`src/rtl/iwc_pkg.sv`:
```
// Shared constants and types for the two-wire wait-state controller.
// Assumes a 100 MHz ref_clk and open-drain lines resolved outside the design.
package iwc_pkg;
   // ************************************************************
   // Timing
   // ************************************************************
   localparam int          CLK_PERIOD_NS   = 10;
   localparam int          SCL_HALF_NS     = 2500;
   localparam int          SCL_HALF_CYC    = (SCL_HALF_NS + CLK_PERIOD_NS - 1) / CLK_PERIOD_NS;
   localparam int          CNT_W           = 12;
   // ************************************************************
   // Byte framing
   // ************************************************************
   localparam int          DATA_W          = 8;
   localparam logic [3:0]  SLAVE_WAIT_CLK  = 4'h8;
   localparam logic [3:0]  MASTER_WAIT_CLK = 4'h9;
   localparam logic [3:0]  BIT_RESET       = 4'h0;
   localparam logic [7:0]  RELEASE_BYTE    = 8'hff;
   localparam logic [7:0]  SHIFT_RESET     = 8'hff;
   localparam int          FIFO_DEPTH      = 4;

   typedef enum logic [2:0] {
      IWC_IDLE  = 3'b000,
      IWC_LOW   = 3'b001,
      IWC_HIGH  = 3'b011,
      IWC_WAIT  = 3'b010,
      IWC_HOLD  = 3'b110
   } iwc_state_t;
endpackage : iwc_pkg

```
`src/rtl/iwc_stream_if.sv`:
```
// Valid/ready word stream between the controller and its FIFO.
// Assumes one clock domain shared by both ends.
interface iwc_stream_if #(parameter int W = 8);
   logic [W-1:0] data;
   logic         valid;
   logic         ready;
   modport src (output data, output valid, input ready);
   modport snk (input data, input valid, output ready);
endinterface : iwc_stream_if

```
`src/rtl/iwc_fifo.sv`:
```
// Small flip-flop FIFO with valid/ready on both sides.
// Assumes synchronous active-high reset on the shared clock.
module iwc_fifo #(
   parameter int WIDTH = 8,
   parameter int DEPTH = 4
) (
   input  wire logic ref_clk,
   input  wire logic srst,
   iwc_stream_if.snk wr,
   iwc_stream_if.src rd
);
   localparam int AW = $clog2(DEPTH);
   logic [WIDTH-1:0] mem_q [DEPTH];
   logic [AW-1:0]    wptr_q;
   logic [AW-1:0]    rptr_q;
   logic [AW:0]      cnt_q;
   logic             push;
   logic             pop;

   assign wr.ready = (cnt_q != (AW+1)'(DEPTH));
   assign rd.valid = (cnt_q != '0);
   assign rd.data  = mem_q[rptr_q];
   assign push     = wr.valid & wr.ready;
   assign pop      = rd.valid & rd.ready;

   always_ff @(posedge ref_clk) begin
      if (push) begin
         mem_q[wptr_q] <= wr.data;
      end
   end

   always_ff @(posedge ref_clk) begin
      if (srst) begin
         wptr_q <= '0;
         rptr_q <= '0;
         cnt_q  <= '0;
      end else begin
         if (push) begin
            wptr_q <= (wptr_q == AW'(DEPTH-1)) ? '0 : wptr_q + 1'b1;
         end
         if (pop) begin
            rptr_q <= (rptr_q == AW'(DEPTH-1)) ? '0 : rptr_q + 1'b1;
         end
         cnt_q <= cnt_q + (AW+1)'(push) - (AW+1)'(pop);
      end
   end
endmodule : iwc_fifo

```
`src/rtl/iwc_wait_ctrl.sv`:
```
// Wait-state controller for one two-wire bus port, master or slave role.
// Assumes open-drain lines resolved outside; both lines come from pins.
module iwc_wait_ctrl #(
   parameter int HALF_CYC = iwc_pkg::SCL_HALF_CYC
) (
   input  wire logic       ref_clk,
   input  wire logic       srst,
   input  wire logic       master_mode,
   input  wire logic       ack_generation_enable,
   input  wire logic [7:0] wr_data,
   input  wire logic       wr_valid,
   output logic            wr_ready,
   input  wire logic       wait_release_bit,
   input  wire logic       serial_clock_line_i,
   output logic            serial_clock_line_o,
   output logic            serial_clock_line_oe,
   input  wire logic       serial_data_line_i,
   output logic            serial_data_line_o,
   output logic            serial_data_line_oe,
   output logic [7:0]      rx_data,
   output logic            rx_valid,
   output logic            in_wait
);
   // ************************************************************
   // Pin synchronisers
   // ************************************************************
   logic       scl_m_q, scl_s_q, scl_p_q;
   logic       sda_m_q, sda_s_q;
   always_ff @(posedge ref_clk) begin
      if (srst) begin
         scl_m_q <= 1'b1;
         scl_s_q <= 1'b1;
         scl_p_q <= 1'b1;
         sda_m_q <= 1'b1;
         sda_s_q <= 1'b1;
      end else begin
         scl_m_q <= serial_clock_line_i;
         scl_s_q <= scl_m_q;
         scl_p_q <= scl_s_q;
         sda_m_q <= serial_data_line_i;
         sda_s_q <= sda_m_q;
      end
   end
   logic scl_rise, scl_fall;
   assign scl_rise = scl_s_q & ~scl_p_q;
   assign scl_fall = ~scl_s_q & scl_p_q;

   // ************************************************************
   // Transmit FIFO
   // ************************************************************
   iwc_stream_if #(.W(iwc_pkg::DATA_W)) s_in ();
   iwc_stream_if #(.W(iwc_pkg::DATA_W)) s_out ();
   assign s_in.data  = wr_data;
   assign s_in.valid = wr_valid;
   iwc_fifo #(.WIDTH(iwc_pkg::DATA_W), .DEPTH(iwc_pkg::FIFO_DEPTH)) u_fifo (
      .ref_clk (ref_clk),
      .srst    (srst),
      .wr      (s_in),
      .rd      (s_out)
   );
   always_ff @(posedge ref_clk) begin
      if (srst) begin
         wr_ready <= 1'b0;
      end else begin
         wr_ready <= s_in.ready;
      end
   end

   // ************************************************************
   // Byte engine
   // ************************************************************
   iwc_pkg::iwc_state_t state_q;
   logic [iwc_pkg::CNT_W-1:0] tmr_q;
   logic [3:0]  bit_q;
   logic [7:0]  sh_q;
   logic [7:0]  rxs_q;
   logic        cancel;
   logic        release_cmd;
   logic        tmr_done;
   logic        wait_clk_hit;
   logic [3:0]  wait_at;

   // Master that transmits waits after ACK; slave receiver before it with ACK generation on, after it with it off
   assign wait_at      = master_mode ? iwc_pkg::MASTER_WAIT_CLK :
                         (ack_generation_enable ? iwc_pkg::SLAVE_WAIT_CLK
                                                : iwc_pkg::MASTER_WAIT_CLK);
   assign tmr_done     = (tmr_q == '0);
   // Release byte only counts as a slave cancel in slave role
   assign release_cmd  = master_mode ? s_out.valid
                                     : ((s_out.valid && s_out.data == iwc_pkg::RELEASE_BYTE)
                                        || wait_release_bit);
   assign cancel       = (state_q == iwc_pkg::IWC_WAIT) && release_cmd;
   assign s_out.ready  = cancel && s_out.valid;
   assign wait_clk_hit = (bit_q == wait_at);

   always_ff @(posedge ref_clk) begin
      if (srst) begin
         state_q <= iwc_pkg::IWC_WAIT;
         tmr_q   <= '0;
         bit_q   <= iwc_pkg::BIT_RESET;
      end else begin
         unique case (state_q)
            iwc_pkg::IWC_IDLE: begin
               state_q <= iwc_pkg::IWC_WAIT;
            end
            iwc_pkg::IWC_WAIT: begin
               if (cancel) begin
                  // A slave wait before the ACK clock resumes into that clock
                  bit_q   <= (bit_q < iwc_pkg::MASTER_WAIT_CLK) ? bit_q : iwc_pkg::BIT_RESET;
                  tmr_q   <= iwc_pkg::CNT_W'(HALF_CYC);
                  state_q <= iwc_pkg::IWC_HOLD;
               end
            end
            iwc_pkg::IWC_HOLD: begin
               // Master keeps the clock low a half period so new data settles first
               if (master_mode && !tmr_done) begin
                  tmr_q <= tmr_q - 1'b1;
               // Line must read high before any clock is made
               end else if (scl_s_q) begin
                  tmr_q   <= iwc_pkg::CNT_W'(HALF_CYC);
                  state_q <= master_mode ? iwc_pkg::IWC_HIGH : iwc_pkg::IWC_LOW;
               end
            end
            iwc_pkg::IWC_LOW: begin
               if (master_mode) begin
                  if (tmr_done) begin
                     tmr_q   <= iwc_pkg::CNT_W'(HALF_CYC);
                     state_q <= iwc_pkg::IWC_HIGH;
                  end else begin
                     tmr_q <= tmr_q - 1'b1;
                  end
               end else if (scl_rise) begin
                  state_q <= iwc_pkg::IWC_HIGH;
               end
            end
            iwc_pkg::IWC_HIGH: begin
               if (master_mode) begin
                  // Stretching by the far side reloads the timer to a full half period
                  if (!scl_s_q) begin
                     tmr_q <= iwc_pkg::CNT_W'(HALF_CYC);
                  end else if (tmr_done) begin
                     bit_q   <= bit_q + 1'b1;
                     tmr_q   <= iwc_pkg::CNT_W'(HALF_CYC);
                     state_q <= (bit_q + 1'b1 == wait_at) ? iwc_pkg::IWC_WAIT : iwc_pkg::IWC_LOW;
                  end else begin
                     tmr_q <= tmr_q - 1'b1;
                  end
               end else if (scl_fall) begin
                  if (bit_q + 1'b1 == wait_at) begin
                     bit_q   <= bit_q + 1'b1;
                     state_q <= iwc_pkg::IWC_WAIT;
                  end else if (bit_q + 1'b1 == iwc_pkg::MASTER_WAIT_CLK) begin
                     bit_q   <= iwc_pkg::BIT_RESET;
                     state_q <= iwc_pkg::IWC_LOW;
                  end else begin
                     bit_q   <= bit_q + 1'b1;
                     state_q <= iwc_pkg::IWC_LOW;
                  end
               end
            end
            default: begin
               state_q <= iwc_pkg::IWC_WAIT;
            end
         endcase
      end
   end

   // ************************************************************
   // Shift and receive data
   // ************************************************************
   always_ff @(posedge ref_clk) begin
      if (srst) begin
         sh_q     <= iwc_pkg::SHIFT_RESET;
         rxs_q    <= '0;
         rx_data  <= '0;
         rx_valid <= 1'b0;
      end else begin
         rx_valid <= 1'b0;
         if (cancel) begin
            sh_q <= s_out.valid ? s_out.data : iwc_pkg::SHIFT_RESET;
         end else if (state_q == iwc_pkg::IWC_HIGH && bit_q < 4'h8 &&
                      ((master_mode && scl_s_q && tmr_done) || (!master_mode && scl_fall))) begin
            // Shift only after the high phase so data never moves under a high clock
            sh_q  <= {sh_q[6:0], 1'b1};
            rxs_q <= {rxs_q[6:0], sda_s_q};
            if (bit_q == 4'h7) begin
               rx_data  <= {rxs_q[6:0], sda_s_q};
               rx_valid <= 1'b1;
            end
         end
      end
   end

   // ************************************************************
   // Pin drivers
   // ************************************************************
   logic drive_low_d;
   logic sda_low_d;
   always_comb begin
      drive_low_d = 1'b0;
      if (state_q == iwc_pkg::IWC_WAIT) begin
         drive_low_d = 1'b1;
      end else if (master_mode && state_q == iwc_pkg::IWC_LOW) begin
         drive_low_d = 1'b1;
      end else if (master_mode && state_q == iwc_pkg::IWC_HOLD && !tmr_done) begin
         drive_low_d = 1'b1;
      end
      sda_low_d = 1'b0;
      if (bit_q < 4'h8) begin
         sda_low_d = ~sh_q[7];
      end else if (bit_q == 4'h8 && !master_mode && ack_generation_enable) begin
         sda_low_d = 1'b1;
      end
   end

   always_ff @(posedge ref_clk) begin
      if (srst) begin
         serial_clock_line_o  <= 1'b0;
         serial_clock_line_oe <= 1'b1;
         serial_data_line_o   <= 1'b0;
         serial_data_line_oe  <= 1'b0;
         in_wait              <= 1'b1;
      end else begin
         serial_clock_line_o  <= 1'b0;
         serial_clock_line_oe <= drive_low_d;
         serial_data_line_o   <= 1'b0;
         // Data line only updates while the clock is held low
         if (!scl_s_q) begin
            serial_data_line_oe <= sda_low_d;
         end
         in_wait <= (state_q == iwc_pkg::IWC_WAIT);
      end
   end

   // ************************************************************
   // Checks
   // ************************************************************
   a_wait_holds_low: assert property (@(posedge ref_clk) disable iff (srst)
      (state_q == iwc_pkg::IWC_WAIT) |=> serial_clock_line_oe)
      else $error("clock not held low during wait");
   a_hold_no_clock: assert property (@(posedge ref_clk) disable iff (srst)
      (state_q == iwc_pkg::IWC_HOLD && !scl_s_q) |=> (state_q == iwc_pkg::IWC_HOLD))
      else $error("left hold while line low");
   a_wait_point: assert property (@(posedge ref_clk) disable iff (srst)
      ($rose(state_q == iwc_pkg::IWC_WAIT) && !$past(srst)) |-> (bit_q == wait_at))
      else $error("wait entered at wrong clock");
   a_stretch_stall: assert property (@(posedge ref_clk) disable iff (srst)
      (master_mode && state_q == iwc_pkg::IWC_HIGH && !scl_s_q) |=> (tmr_q == iwc_pkg::CNT_W'(HALF_CYC)))
      else $error("master ran through stretch");
   a_master_cancel: assert property (@(posedge ref_clk) disable iff (srst)
      (state_q == iwc_pkg::IWC_WAIT && master_mode && s_out.valid) |=> (state_q == iwc_pkg::IWC_HOLD))
      else $error("master write did not cancel");
   a_slave_release: assert property (@(posedge ref_clk) disable iff (srst)
      (state_q == iwc_pkg::IWC_WAIT && !master_mode && wait_release_bit) |=> ##1 !serial_clock_line_oe)
      else $error("release bit did not free clock");
   a_slave_no_cancel: assert property (@(posedge ref_clk) disable iff (srst)
      (state_q == iwc_pkg::IWC_WAIT && !master_mode && !wait_release_bit && !s_out.valid)
      |=> (state_q == iwc_pkg::IWC_WAIT))
      else $error("slave wait left without cancel");
   a_resume_msb: assert property (@(posedge ref_clk) disable iff (srst)
      (cancel && bit_q == iwc_pkg::MASTER_WAIT_CLK) |=> (bit_q == iwc_pkg::BIT_RESET))
      else $error("resume not at top bit");
   c_master_cancel: cover property (@(posedge ref_clk) disable iff (srst) cancel && master_mode);
   c_slave_release: cover property (@(posedge ref_clk) disable iff (srst) cancel && !master_mode);
   c_byte_received: cover property (@(posedge ref_clk) disable iff (srst) rx_valid);
endmodule : iwc_wait_ctrl

```
`config.mk`:
```
export PLATFORM = sky130hd
export DESIGN_NAME = iwc_wait_ctrl
export DESIGN_NICKNAME = d
export VERILOG_FILES = /design/src/rtl/iwc_pkg.sv /design/src/rtl/iwc_stream_if.sv /design/src/rtl/iwc_fifo.sv /design/src/rtl/iwc_wait_ctrl.sv
export SDC_FILE = /design/constraint.sdc
export NUM_CORES = 1
export LEC_CHECK = 0
export BUFFER_PORTS_ARGS = -buffer_cell sky130_fd_sc_hd__buf_2
export CELL_PAD_IN_SITES_DETAIL_PLACEMENT = 1
export CELL_PAD_IN_SITES_GLOBAL_PLACEMENT = 1
export CORE_ASPECT_RATIO = 1.75
export CORE_UTILIZATION = 35
export CTS_CLUSTER_DIAMETER = 50
export DETAILED_ROUTE_END_ITERATION = 16
export PLACE_DENSITY_LB_ADDON = 0.15
export REMOVE_ABC_BUFFERS = 1
export SYNTH_ARGS = -nofsm -noshare
export SYNTH_HDL_FRONTEND = slang
export SYNTH_SLANG_ARGS = --single-unit
```
`constraint.sdc`:
```
create_clock -name ref_clk -period 2.95 [get_ports ref_clk]
set_input_delay 0.1475 -clock ref_clk [delete_from_list [all_inputs] [get_ports ref_clk]]
set_output_delay 0.1475 -clock ref_clk [all_outputs]
set_load 0.01 [all_outputs]
```
# --- Word level (Yosys, flattened, before mapping) ---
# Memory sizes are Yosys's and may differ from the RTL's. A register that Yosys moved wholly into a read port is not among the register bits.
# Cells that the tools add are included.
op_classes:
  bitwise: 9
  order_cmp: 2
  reduce_logical: 30
  addsub: 6
  mux: 46
  n_eq_ne: 24
ops:
  columns: ["operator", "count"]
  rows:
  - ["12-bit 2-to-1 mux", 7]
  - ["12-bit case mux with 4 select lines", 1]
  - ["4-bit 2-to-1 mux", 8]
  - ["3-bit 2-to-1 mux", 10]
  - ["8-bit 2-to-1 mux", 3]
  - ["3-bit inequality test, second input constant", 7]
  - ["1-bit logical AND", 14]
  - ["12-bit logical NOT", 1]
  - ["2-bit 2-to-1 mux", 6]
  - ["2-bit inequality test, second input constant", 6]
  - ["3-bit case mux with 4 select lines", 1]
  - ["12-bit by 1-bit subtractor with 12-bit output, second input constant", 1]
  - ["1-bit 2-to-1 mux", 9]
  - ["4-bit equality test, second input constant", 2]
  - ["8-bit equality test, second input constant", 1]
  - ["4-bit < comparator, second input constant", 2]
  - ["4-bit case mux with 2 select lines", 1]
  - ["8-bit AND reduction", 1]
  - ["3-bit by 2-bit equality test with 1-bit output, second input constant", 2]
  - ["6-bit AND reduction", 1]
  - ["3-bit OR reduction", 2]
  - ["1-bit inverter", 5]
  - ["5-bit AND reduction", 1]
  - ["2-bit by 1-bit adder with 2-bit output, second input constant", 2]
  - ["16 further kinds", 23]
word_totals:
  ram_bits: 32
  wordCells: 137
  ff_bits: 59
  n_memories: 1
mem_list:
  columns: ["name", "words", "word_bits", "read_ports", "rd_clocked_by_memory_dff", "write_ports", "line", "text"]
  rows:
  - ["u_fifo.mem_q", 4, 8, 1, 1, 1, "iwc_fifo.sv:13", "logic [WIDTH-1:0] mem_q [DEPTH];"]

# --- Logic depth before layout (Yosys ltp) ---
# Gate-level depths: netlist of run 1.
logic_depth:
  depth_word: 9
  mapped_depth: 13
  depth_no_buf: 11

# --- Modules after synthesis ---
# A second synthesis of run 1 with hierarchy kept.
unflattened:
  cells_unflattened: 390
  area_unflattened_um2: 4345.4
by_module_without_submodules:
  columns: ["mod", "area_each_um2", "n_inst", "cells_per_inst"]
  rows:
  - ["iwc_wait_ctrl", 2706.3, 1, 299]
  - ["iwc_fifo", 1639.1, 1, 91]

# --- Least setup slack after synthesis of run 1 ---
# OpenSTA, ideal clock, no wires.
synth_timing:
  path_type: "register to register"
  from: "reg (tool-made name)"
  to: "reg u_fifo.cnt_q[2]"
  path_buffers: 1
  period_less_slack_ns: 2.942
  stages_incl_launch_ff: 13
  slack_ns: 0.008
  setup_time_ns: 0.128
  arrival_ns: 2.815
  cell_sequence: "dfxtp_1 clkbuf_1 mux4_2 and4_1 nand3_1 a211oi_2 ha_1 inv_1 ha_1 fa_1 xnor2_1 xnor2_1 nor2_1"
synth_lines:
  columns: ["element", "line", "text"]
  rows:
  - ["to (signal assigned)", "iwc_fifo.sv:44", "cnt_q <= cnt_q + (AW+1)'(push) - (AW+1)'(pop);"]
  - ["to (decl)", "iwc_fifo.sv:16", "logic [AW:0] cnt_q;"]

==> results of run 1 <==
==> flip-flops by register name, indices dropped and copies added (netlist names), 2 cells and up, named ones only <==
signal	cells
u_fifo.mem_q	32
sh_q	8
u_fifo.rptr_q	2
u_fifo.cnt_q	3
rxs_q	7
rx_data	8
tmr_q	12
bit_q	4
state_q	3
u_fifo.wptr_q	2
==> stage by stage <==
stage | setup slack [ns] | util
4_1_cts | 0.0266 | 0.413
2_1_floorplan | -0.131 | -
6_report | 0.140 | 0.414
5_1_grt | -0.0114 | 0.414
3_5_place_dp | 0.0290 | 0.388
3_3_place_gp | 0.0488 | 0.388
==> cells in the mapped netlist (all sizes together) (2+ instances only) <==
master   count  area share
and2         6      0.0085
buf          8       0.012
and3b        2      0.0040
a2111oi      4      0.0079
o311ai       2      0.0040
nand2b       9       0.013
a32o         3      0.0068
nor4b       10       0.020
mux2         3      0.0076
nand4        6      0.0085
inv         21       0.018
nor2b        8       0.011
o21a         5      0.0085
a21boi       2      0.0034
nand2       18       0.015
a32oi        2      0.0040
or2          9       0.013
a221oi       3      0.0060
mux2i       26       0.059
clkbuf      14       0.012
dfxtp       61        0.28
mux4         8       0.041
and4         2      0.0040
a211oi       6       0.011
o31ai        4      0.0091
nor3         8       0.012
nor2        34       0.031
o32a         2      0.0045
edfxtp      32        0.22
a21oi       13       0.015
xnor2        3      0.0060
o21ai       12       0.014
a311oi       2      0.0040
nand3        6      0.0068
or3          2      0.0028
a21o         2      0.0034
a2111o       2      0.0051
a31oi       14       0.020
ha          10       0.028
==> what timing repair did <==
item	CTS	global route
gates resized for setup	0	3
setup endpoints to repair	0	1
endpoints found under the hold margin	2	0
hold buffers	2	0
==> path summary, 6_finish.rpt <==
| kind | from | end | slack (ns) | depth (start not counted) |
|---|---|---|---|---|
| hold / removal | wr_data[3] | u_fifo.mem_q[3][3]$_DFFE_PP_ | 0.02 | 1 |
| setup reg to reg | register | u_fifo.cnt_q[2]$_SDFF_PP0_ | 0.14 | 12 |
| hold reg to reg | sda_m_q$_SDFF_PP1_ | sda_s_q$_SDFF_PP1_ | 0.41 | 1 |
| setup / recovery | register | u_fifo.cnt_q[2]$_SDFF_PP0_ | 0.14 | 12 |
==> worst max-delay path, cell delays in order, from the launching register on <==
cell and delay (ns):
dfxtp_1 0.36, buf_12 0.14, mux4_2 0.51, and4_4 0.22, nand3_1 0.12, a211oi_2 0.09, ha_1 0.30, inv_1 0.04
ha_1 0.18, fa_2 0.36, xnor2_2 0.18, xnor2_1 0.13, nor2_1 0.05
==> power by group <==
part           switching [mW]  internal, mW
clock                   0.516         0.622
combinational           0.706         0.582
sequential              0.157          1.51
total                    1.38          2.71
==> cells by family (layout without fill, tap and decap cells) <==
kind of cell,after synthesis,after routing
xor+xnor,4,4
other cells,1,2
compound gates,89,89
flops,93,93
mux,37,37
fa+ha+maj,11,11
simple gates,127,127
buf+inv,43,83
==> metal layers <==
layer / up-vias / global-route usage
met5: - / 0
met4: 0 / 0.0683
met3: 12 / 0.0280
met2: 34 / 0.333
met1: 1592 / 0.181
li1: 1586 / -
==> cell type report <==
type | instances | area [um^2]
Fill cell | 1400 | 7250
Sequential cell | 93 | 2180
Multi-Input combinational cell | 270 | 2070
Timing Repair Buffer | 46 | 293
Clock buffer | 12 | 256
Tap cell | 168 | 210
Inverter | 21 | 78.8
Clock inverter | 4 | 30.0
==> flow_summary.ini, run 1 <==
[status]
outcome = completed

[placed_design]
io_buffers = 28
dp_cells = 596
dp_hpwl_um = 7660
gp_congestion = 0.780
placed_cell_area_um2 = 4800

[floorplanning]
core_um2 = 12400
die_w_um = 86.9
rows = 54
die_h_um = 151
initial_utilization = 0.357
die-area_um2 = 13100
io_pins = 31

[sta]
setup_tns_ns = 0
hold_viol_final = 0
setup_viol = 0
relSlewSlack = 0.593
hold-worst-slack_ns = 0.0176
fin_worst_skew_ns = 0.00854
maxSlewViolCount = 0
max_freq_mhz = 356
period_share = 0.953
worst_pin_slew_ns = 0.611
fin_crit_ns = 2.81

[route]
post-route-drc-count = 0
ant_nets = 0
drt-met1-wl_um = 3990
firstDrtPassIters = 4
wl_per_cell_um = 16.8
drtIter0Drc = 99
via_per_inst = 5.25
wl_met3_um = 197
wl_met2_um = 5900
dr_total_vias = 3224
maxUsedRoutingLayer = met4
wl_um = 10300

[setup_path]
end_kind = register
start_kind = register
cp_max_fo = 8
required_ns = 3.16
crit_type = reg -> reg
worstPathArrival_ns = 3.02

[clocking]
clock-sinks = 93
cts_buffers = 9
clk_pin_slew_ns = 0.07
cts-root-buf = clkbuf_16
cts_max_path_buffers = 2
post_cts_buffers = 0
clock_latency_ns = 0.34
cts_tree = done
ctsHtreeMaxLevel = 3

[global_route]
grt_max_degree = 28
antenna_found_initial = 0
grt_pass1_vias = 3472
grt_pass1_wl_um = 17200
track_usage = 0.173
grt-ovfl-total = 0

[yosys]
ys_seq_area_frac = 0.494
synth_cell_types = 68
synth_cells = 405
synth_top_family_by_area = simple AND/OR/NAND/NOR gates
synthFlopType = dfxtp_1
syn-cell-area_um2 = 4420
syn_avg_cell_area_um2 = 10.9
yosys_warnings = 0
yosys.area_share.simple = 0.163
synth-xor-area-share = 0.00793
synth_fa_ha_area_frac = 0.0329
ys_ff_latch = 93
synth_mux_area_frac = 0.107
synth_edf_count = 32
synth_compound_area_frac = 0.153
ys_async_sr_fraction = 0

[power_and_ir_drop]
vdd_drop_max_mv = 0.372
p_leak_nw = 1.86
p_total_mw = 4.09
powerDensity_nw_per_um2 = 799

[finish]
drive_gt1_frac = 0.211
insertedDiodeCount = 0
syn2layout_area_growth_pct = 15.9
design_area_um2 = 5120
stdcell_count = 614
fin_nets = 468
mostFrequentLayoutCell = dfxtp_1
mostFrequentLayoutCells = 61 x dfxtp_1, 33 x nor2_1, 32 x edfxtp_1

[min_path]
min_path_type = in -> reg

[flow_run]
max-cap-violations = 0
(Power assumes the default switching activity.)
==> run 2: changes to the inputs <==
--- a/config.mk
+++ b/config.mk
@@ -8,12 +8,13 @@
 export BUFFER_PORTS_ARGS = -buffer_cell sky130_fd_sc_hd__buf_2
 export CELL_PAD_IN_SITES_DETAIL_PLACEMENT = 1
 export CELL_PAD_IN_SITES_GLOBAL_PLACEMENT = 1
-export CORE_ASPECT_RATIO = 1.75
+export CORE_ASPECT_RATIO = 0.8
 export CORE_UTILIZATION = 35
 export CTS_CLUSTER_DIAMETER = 50
 export DETAILED_ROUTE_END_ITERATION = 16
 export PLACE_DENSITY_LB_ADDON = 0.15
 export REMOVE_ABC_BUFFERS = 1
+export SKIP_CTS_REPAIR_TIMING = 1
 export SYNTH_ARGS = -nofsm -noshare
 export SYNTH_HDL_FRONTEND = slang
 export SYNTH_SLANG_ARGS = --single-unit
==> flow_summary.ini, run 2 (synthesis results as in run 1) <==
[sta]
fin_crit_ns = 2.80
maxSlewViolCount = 0
fin_worst_skew_ns = 0.00789
period_share = 0.948
setup_tns_ns = 0
hold_viol_final = 0
max_freq_mhz = 358
finalWorstSetupSlack_ns = 0.154
worst_pin_slew_ns = 0.682
setup_viol = 0
relSlewSlack = 0.539

[placed_design]
gp_congestion = 0.773
dp_hpwl_um = 7530
dp_cells = 598
place_ws_ns = -0.0236
io_buffers = 28

[setup_path]
slowest_stage = mux4_2
cp_cell_sequence = buf_12, mux4_2, and4_4, nand3_2, a211oi_2, ha_1, inv_1, ha_1, fa_2, xnor2_2, xnor2_1, nor2_1
crit_family = adder cells
end_kind = register
required_ns = 3.16
crit_type = reg -> reg
cp_max_fo = 8
crit_top_cell = ha_1
max_stage_delay_ns = 0.51
path_buf_inv = 2
worstPathArrival_ns = 3.01
start_kind = register

[finish]
syn2layout_area_growth_pct = 16.8
insertedDiodeCount = 0
mostFrequentLayoutCell = dfxtp_1
stdcell_count = 617
top_regs = u_fifo.mem_q x32, tmr_q x12
regMostFlops = u_fifo.mem_q
largest_reg_flops = 32
mostFrequentLayoutCells = 60 x dfxtp_1, 33 x nor2_1, 32 x edfxtp_1
fin_nets = 468
drive_gt1_frac = 0.217

[clocking]
cts_max_path_buffers = 2
cts-root-buf = clkbuf_16
clock-sinks = 93
cts_tree = done
clock_latency_ns = 0.34
ctsHtreeMaxLevel = 3
clk_pin_slew_ns = 0.07
cts_buffers = 9

[floorplanning]
die_w_um = 128
die_h_um = 102
io_pins = 31
die-area_um2 = 13100
initial_utilization = 0.360
rows = 36
core_um2 = 12300

[power_and_ir_drop]
p_switching_mw = 1.38
power_frac_seq = 0.402
powerDensity_nw_per_um2 = 804
p_sw_frac = 0.332
p_leak_nw = 1.87
p_int_mw = 2.77
p_total_mw = 4.15
power_frac_comb = 0.315
clkPwrFrac = 0.283
vdd_drop_max_mv = 0.348

[route]
via_per_inst = 5.23
wl_per_cell_um = 16.9
dr_total_vias = 3224
wl_um = 10400
post-route-drc-count = 0
drtIter0Drc = 122
firstDrtPassIters = 4
ant_nets = 0

[global_route]
track_usage = 0.173
grt-ovfl-total = 0
antenna_found_initial = 0
grt_pass1_vias = 3232
grt_pass1_wl_um = 17200
grt_max_degree = 39

[status]
outcome = completed

[min_path]
min_path_type = in -> reg

[flow_run]
max-cap-violations = 0
==> run 2: cell count changes in the layout (fill, tap and decap cells not counted), sizes merged <==
| cell | before | now |
|---|---|---|
| clkbuf | 12 | 10 |
| inv | 22 | 24 |
| bufinv | 0 | 1 |
| clkinv | 2 | 1 |
==> run 2: power by group through the flow <==
| stage | clock network, mW | registers, mW | logic, mW |
|---|---|---|---|
| 6_report | 1.17 | 1.67 | 1.30 |
| 4_1_cts | 1.21 | 1.67 | 1.27 |
| 2_1_floorplan | 0 | 1.67 | 0.849 |
| 3_3_place_gp | 0 | 1.69 | 1.23 |
| 5_1_grt | 1.25 | 1.70 | 1.45 |
| 3_5_place_dp | 0 | 1.69 | 1.26 |
==> run 2: worst paths after layout <==
path,depth (start not counted),startpoint,slack [ns],to
worst max-delay path,12,register,0.15,u_fifo.cnt_q[2]$_SDFF_PP0_
worst min register to register,1,sda_m_q$_SDFF_PP1_,0.41,sda_s_q$_SDFF_PP1_
worst min-delay path,1,wr_data[4],0.02,u_fifo.mem_q[0][4]$_DFFE_PP_
worst max register to register,12,register,0.15,u_fifo.cnt_q[2]$_SDFF_PP0_
==> run 2: layout make-up <==
class / instances / area [um^2]
clock buffer: 10 / 229
clock inverter: 6 / 68.8
fill: 1366 / 7090
inverter: 21 / 78.8
multi-input combinational: 270 / 2080
sequential: 93 / 2180
tap: 171 / 214
timing repair buffer: 46 / 305
==> run 2: metrics by stage <==
| stage | utilization | hold slack, ns | cell area [um^2] |
|---|---|---|---|
| 4_1_cts | 0.417 | -0.0293 | 5110 |
| 3_5_place_dp | 0.392 | 0.336 | 4810 |
| 3_3_place_gp | 0.392 | 0.332 | 4810 |
| 6_report | 0.421 | 0.0234 | 5160 |
| 5_1_grt | 0.421 | 0.0189 | 5160 |
| 2_1_floorplan | - | 0.217 | 4320 |
==> run 2: layer usage <==
| metal | track usage | part of all wire | wire length (um) | vias up |
|---|---|---|---|---|
| met5 | 0 | 0 | 0 | - |
| met4 | 0.0534 | 0.013 | 138 | 0 |
| met3 | 0.0361 | 0.026 | 275 | 10 |
| met2 | 0.251 | 0.43 | 4460 | 45 |
| met1 | 0.258 | 0.53 | 5570 | 1583 |
| li1 | - | - | - | 1586 |
==> run 2: worst reg2reg max path: stages, from the launching register on <==
cell      delay (ns)
dfxtp_2         0.34
buf_12          0.13
mux4_2          0.51
and4_4          0.23
nand3_2         0.09
a211oi_2        0.08
ha_1            0.31
inv_1           0.04
ha_1            0.19
fa_2            0.36
xnor2_2         0.14
xnor2_1         0.18
nor2_1          0.07
==> run 3: changes to the inputs <==
--- a/config.mk
+++ b/config.mk
@@ -5,13 +5,13 @@
 export SDC_FILE = /design/constraint.sdc
 export NUM_CORES = 1
 export LEC_CHECK = 0
-export BUFFER_PORTS_ARGS = -buffer_cell sky130_fd_sc_hd__buf_2
 export CELL_PAD_IN_SITES_DETAIL_PLACEMENT = 1
 export CELL_PAD_IN_SITES_GLOBAL_PLACEMENT = 1
 export CORE_ASPECT_RATIO = 0.8
 export CORE_UTILIZATION = 35
 export CTS_CLUSTER_DIAMETER = 50
 export DETAILED_ROUTE_END_ITERATION = 16
+export DONT_BUFFER_PORTS = 1
 export PLACE_DENSITY_LB_ADDON = 0.15
 export REMOVE_ABC_BUFFERS = 1
 export SKIP_CTS_REPAIR_TIMING = 1
==> constraint.sdc (replaced) <==
create_clock -name ref_clk -period 2.95 [get_ports ref_clk]
set_input_delay 0.59 -clock ref_clk [delete_from_list [all_inputs] [get_ports ref_clk]]
set_output_delay 0.59 -clock ref_clk [all_outputs]
set_load 0.01 [all_outputs]
==> flow_summary.ini, run 3 (synthesis results as in run 1) <==
[floorplanning]
die_w_um = 128
rows = 36
die-area_um2 = 13100
io_pins = 31
die_h_um = 102
initial_utilization = 0.360
core_um2 = 12300

[clocking]
ctsHtreeMaxLevel = 3
clock-sinks = 93
cts_max_path_buffers = 2
cts-root-buf = clkbuf_16
clock_latency_ns = 0.35
clk_pin_slew_ns = 0.07
cts_buffers = 9
cts_tree = done

[setup_path]
worstPathArrival_ns = 3.05
start_kind = register
end_kind = register
r2r-end = u_fifo.cnt_q[2]$_SDFF_PP0_
required_ns = 3.20
rr_worst_depth = 12
crit_type = reg -> reg
cp_max_fo = 8
r2r_setup_slack_ns = 0.14

[flow_run]
max-cap-violations = 0

[sta]
max_freq_mhz = 356
worst_pin_slew_ns = 0.811
maxSlewViolCount = 0
setup_viol = 0
finalWorstSetupSlack_ns = 0.142
fin_worst_skew_ns = 0.00688
period_share = 0.952
setup_tns_ns = 0
rsz0062_at_grt = no
relSlewSlack = 0.460
hold_viol_final = 0
fin_crit_ns = 2.81

[min_path]
min_to = rx_data[0]$_SDFFE_PP0P_
min_path_cells = 1
min_path_type = in -> reg
worstHoldStart = srst

[finish]
top_regs = u_fifo.mem_q x32, tmr_q x12
mostFrequentLayoutCell = dfxtp_1
drive_gt1_frac = 0.153
mostFrequentLayoutCells = 60 x dfxtp_1, 33 x nor2_1, 32 x edfxtp_1
regMostFlops = u_fifo.mem_q
fin_nets = 434
syn2layout_area_growth_pct = 11.9
largest_reg_flops = 32
stdcell_count = 584

[power_and_ir_drop]
p_leak_nw = 1.71
clkPwrFrac = 0.286
vdd_drop_max_mv = 0.469
p_int_mw = 2.65
p_total_mw = 4.05
power_frac_seq = 0.414
p_switching_mw = 1.40
powerDensity_nw_per_um2 = 819
power_frac_comb = 0.300
p_sw_frac = 0.345

[global_route]
antenna_found_initial = 1
grt_pass1_wl_um = 16900
grt_max_degree = 51
grt-ovfl-total = 0
track_usage = 0.173
grt_pass1_vias = 3125

[placed_design]
place_ws_ns = 0.0681
dp_hpwl_um = 7260
io_buffers = 0
dp_cells = 567
gp_congestion = 0.776

[route]
wl_um = 10400
drtIter0Drc = 164
via_per_inst = 5.36
ant_nets = 0
post-route-drc-count = 0
wl_per_cell_um = 17.8
dr_total_vias = 3129
firstDrtPassIters = 4

[status]
outcome = completed
run 3: cell count changes in the layout (fill, tap and decap cells not counted), moves of 2 or more:
cell	before	now
buf_4	14	11
inv_8	1	3
buf_2	28	0
dlygate4sd3_1	2	0
run 3: per-stage QoR:
step / cell area (um^2) / utilization / hold WS, ns
finish: 4940 / 0.403 / 0.305
global route: 4940 / 0.403 / 0.282
CTS: 4930 / 0.402 / 0.287
floorplan: 4320 / - / 0.389
global placement: 4630 / 0.378 / 0.394
detailed placement: 4630 / 0.378 / 0.398
run 3: how the worst max path moves through the flow:
| stage | slack (ns) | start | end |
|---|---|---|---|
| after floorplan | -0.13 | register | u_fifo.cnt_q[2]$_SDFF_PP0_ |
| after global routing | 0.02 | register | u_fifo.cnt_q[2]$_SDFF_PP0_ |
| after global placement | 0.11 | register | u_fifo.cnt_q[2]$_SDFF_PP0_ |
| after detailed placement | 0.07 | register | u_fifo.cnt_q[2]$_SDFF_PP0_ |
| final | 0.14 | register | u_fifo.cnt_q[2]$_SDFF_PP0_ |
| after CTS | 0.05 | register | u_fifo.cnt_q[2]$_SDFF_PP0_ |
run 3: area by class of cell:
type / instances / area (um^2)
diodes: 1 / 2.50
clock buffers: 9 / 225
clock inverters: 7 / 72.6
fillers: 1374 / 7310
inverters: 21 / 78.8
multi-input cells: 270 / 2060
flip-flops and latches: 93 / 2180
well taps: 171 / 214
repair buffers: 12 / 103
run 3: power groups by stage:
stage / clock, mW / sequential [mW] / combinational (mW)
after floorplan: 0 / 1.67 / 0.849
after global placement: 0 / 1.69 / 1.18
after CTS: 1.20 / 1.68 / 1.22
after detailed placement: 0 / 1.70 / 1.21
after global routing: 1.25 / 1.70 / 1.35
final: 1.16 / 1.67 / 1.21
run 3: critical path: stages (launching register included):
cell and delay, ns:
dfxtp_2 0.34, buf_12 0.14, mux4_2 0.51, and4_2 0.29, nand3_2 0.09, a211oi_2 0.08
ha_1 0.29, inv_1 0.04, ha_1 0.18, fa_1 0.38, xnor2_1 0.18, xnor2_1 0.14
nor2_1 0.05
run 3: metal layers:
metal,vias to the layer above,global-route usage,wire length [um]
li1,1525,-,-
met1,1542,0.247,5400
met2,53,0.252,4390
met3,9,0.0550,497
met4,0,0.0434,109
met5,-,0,0
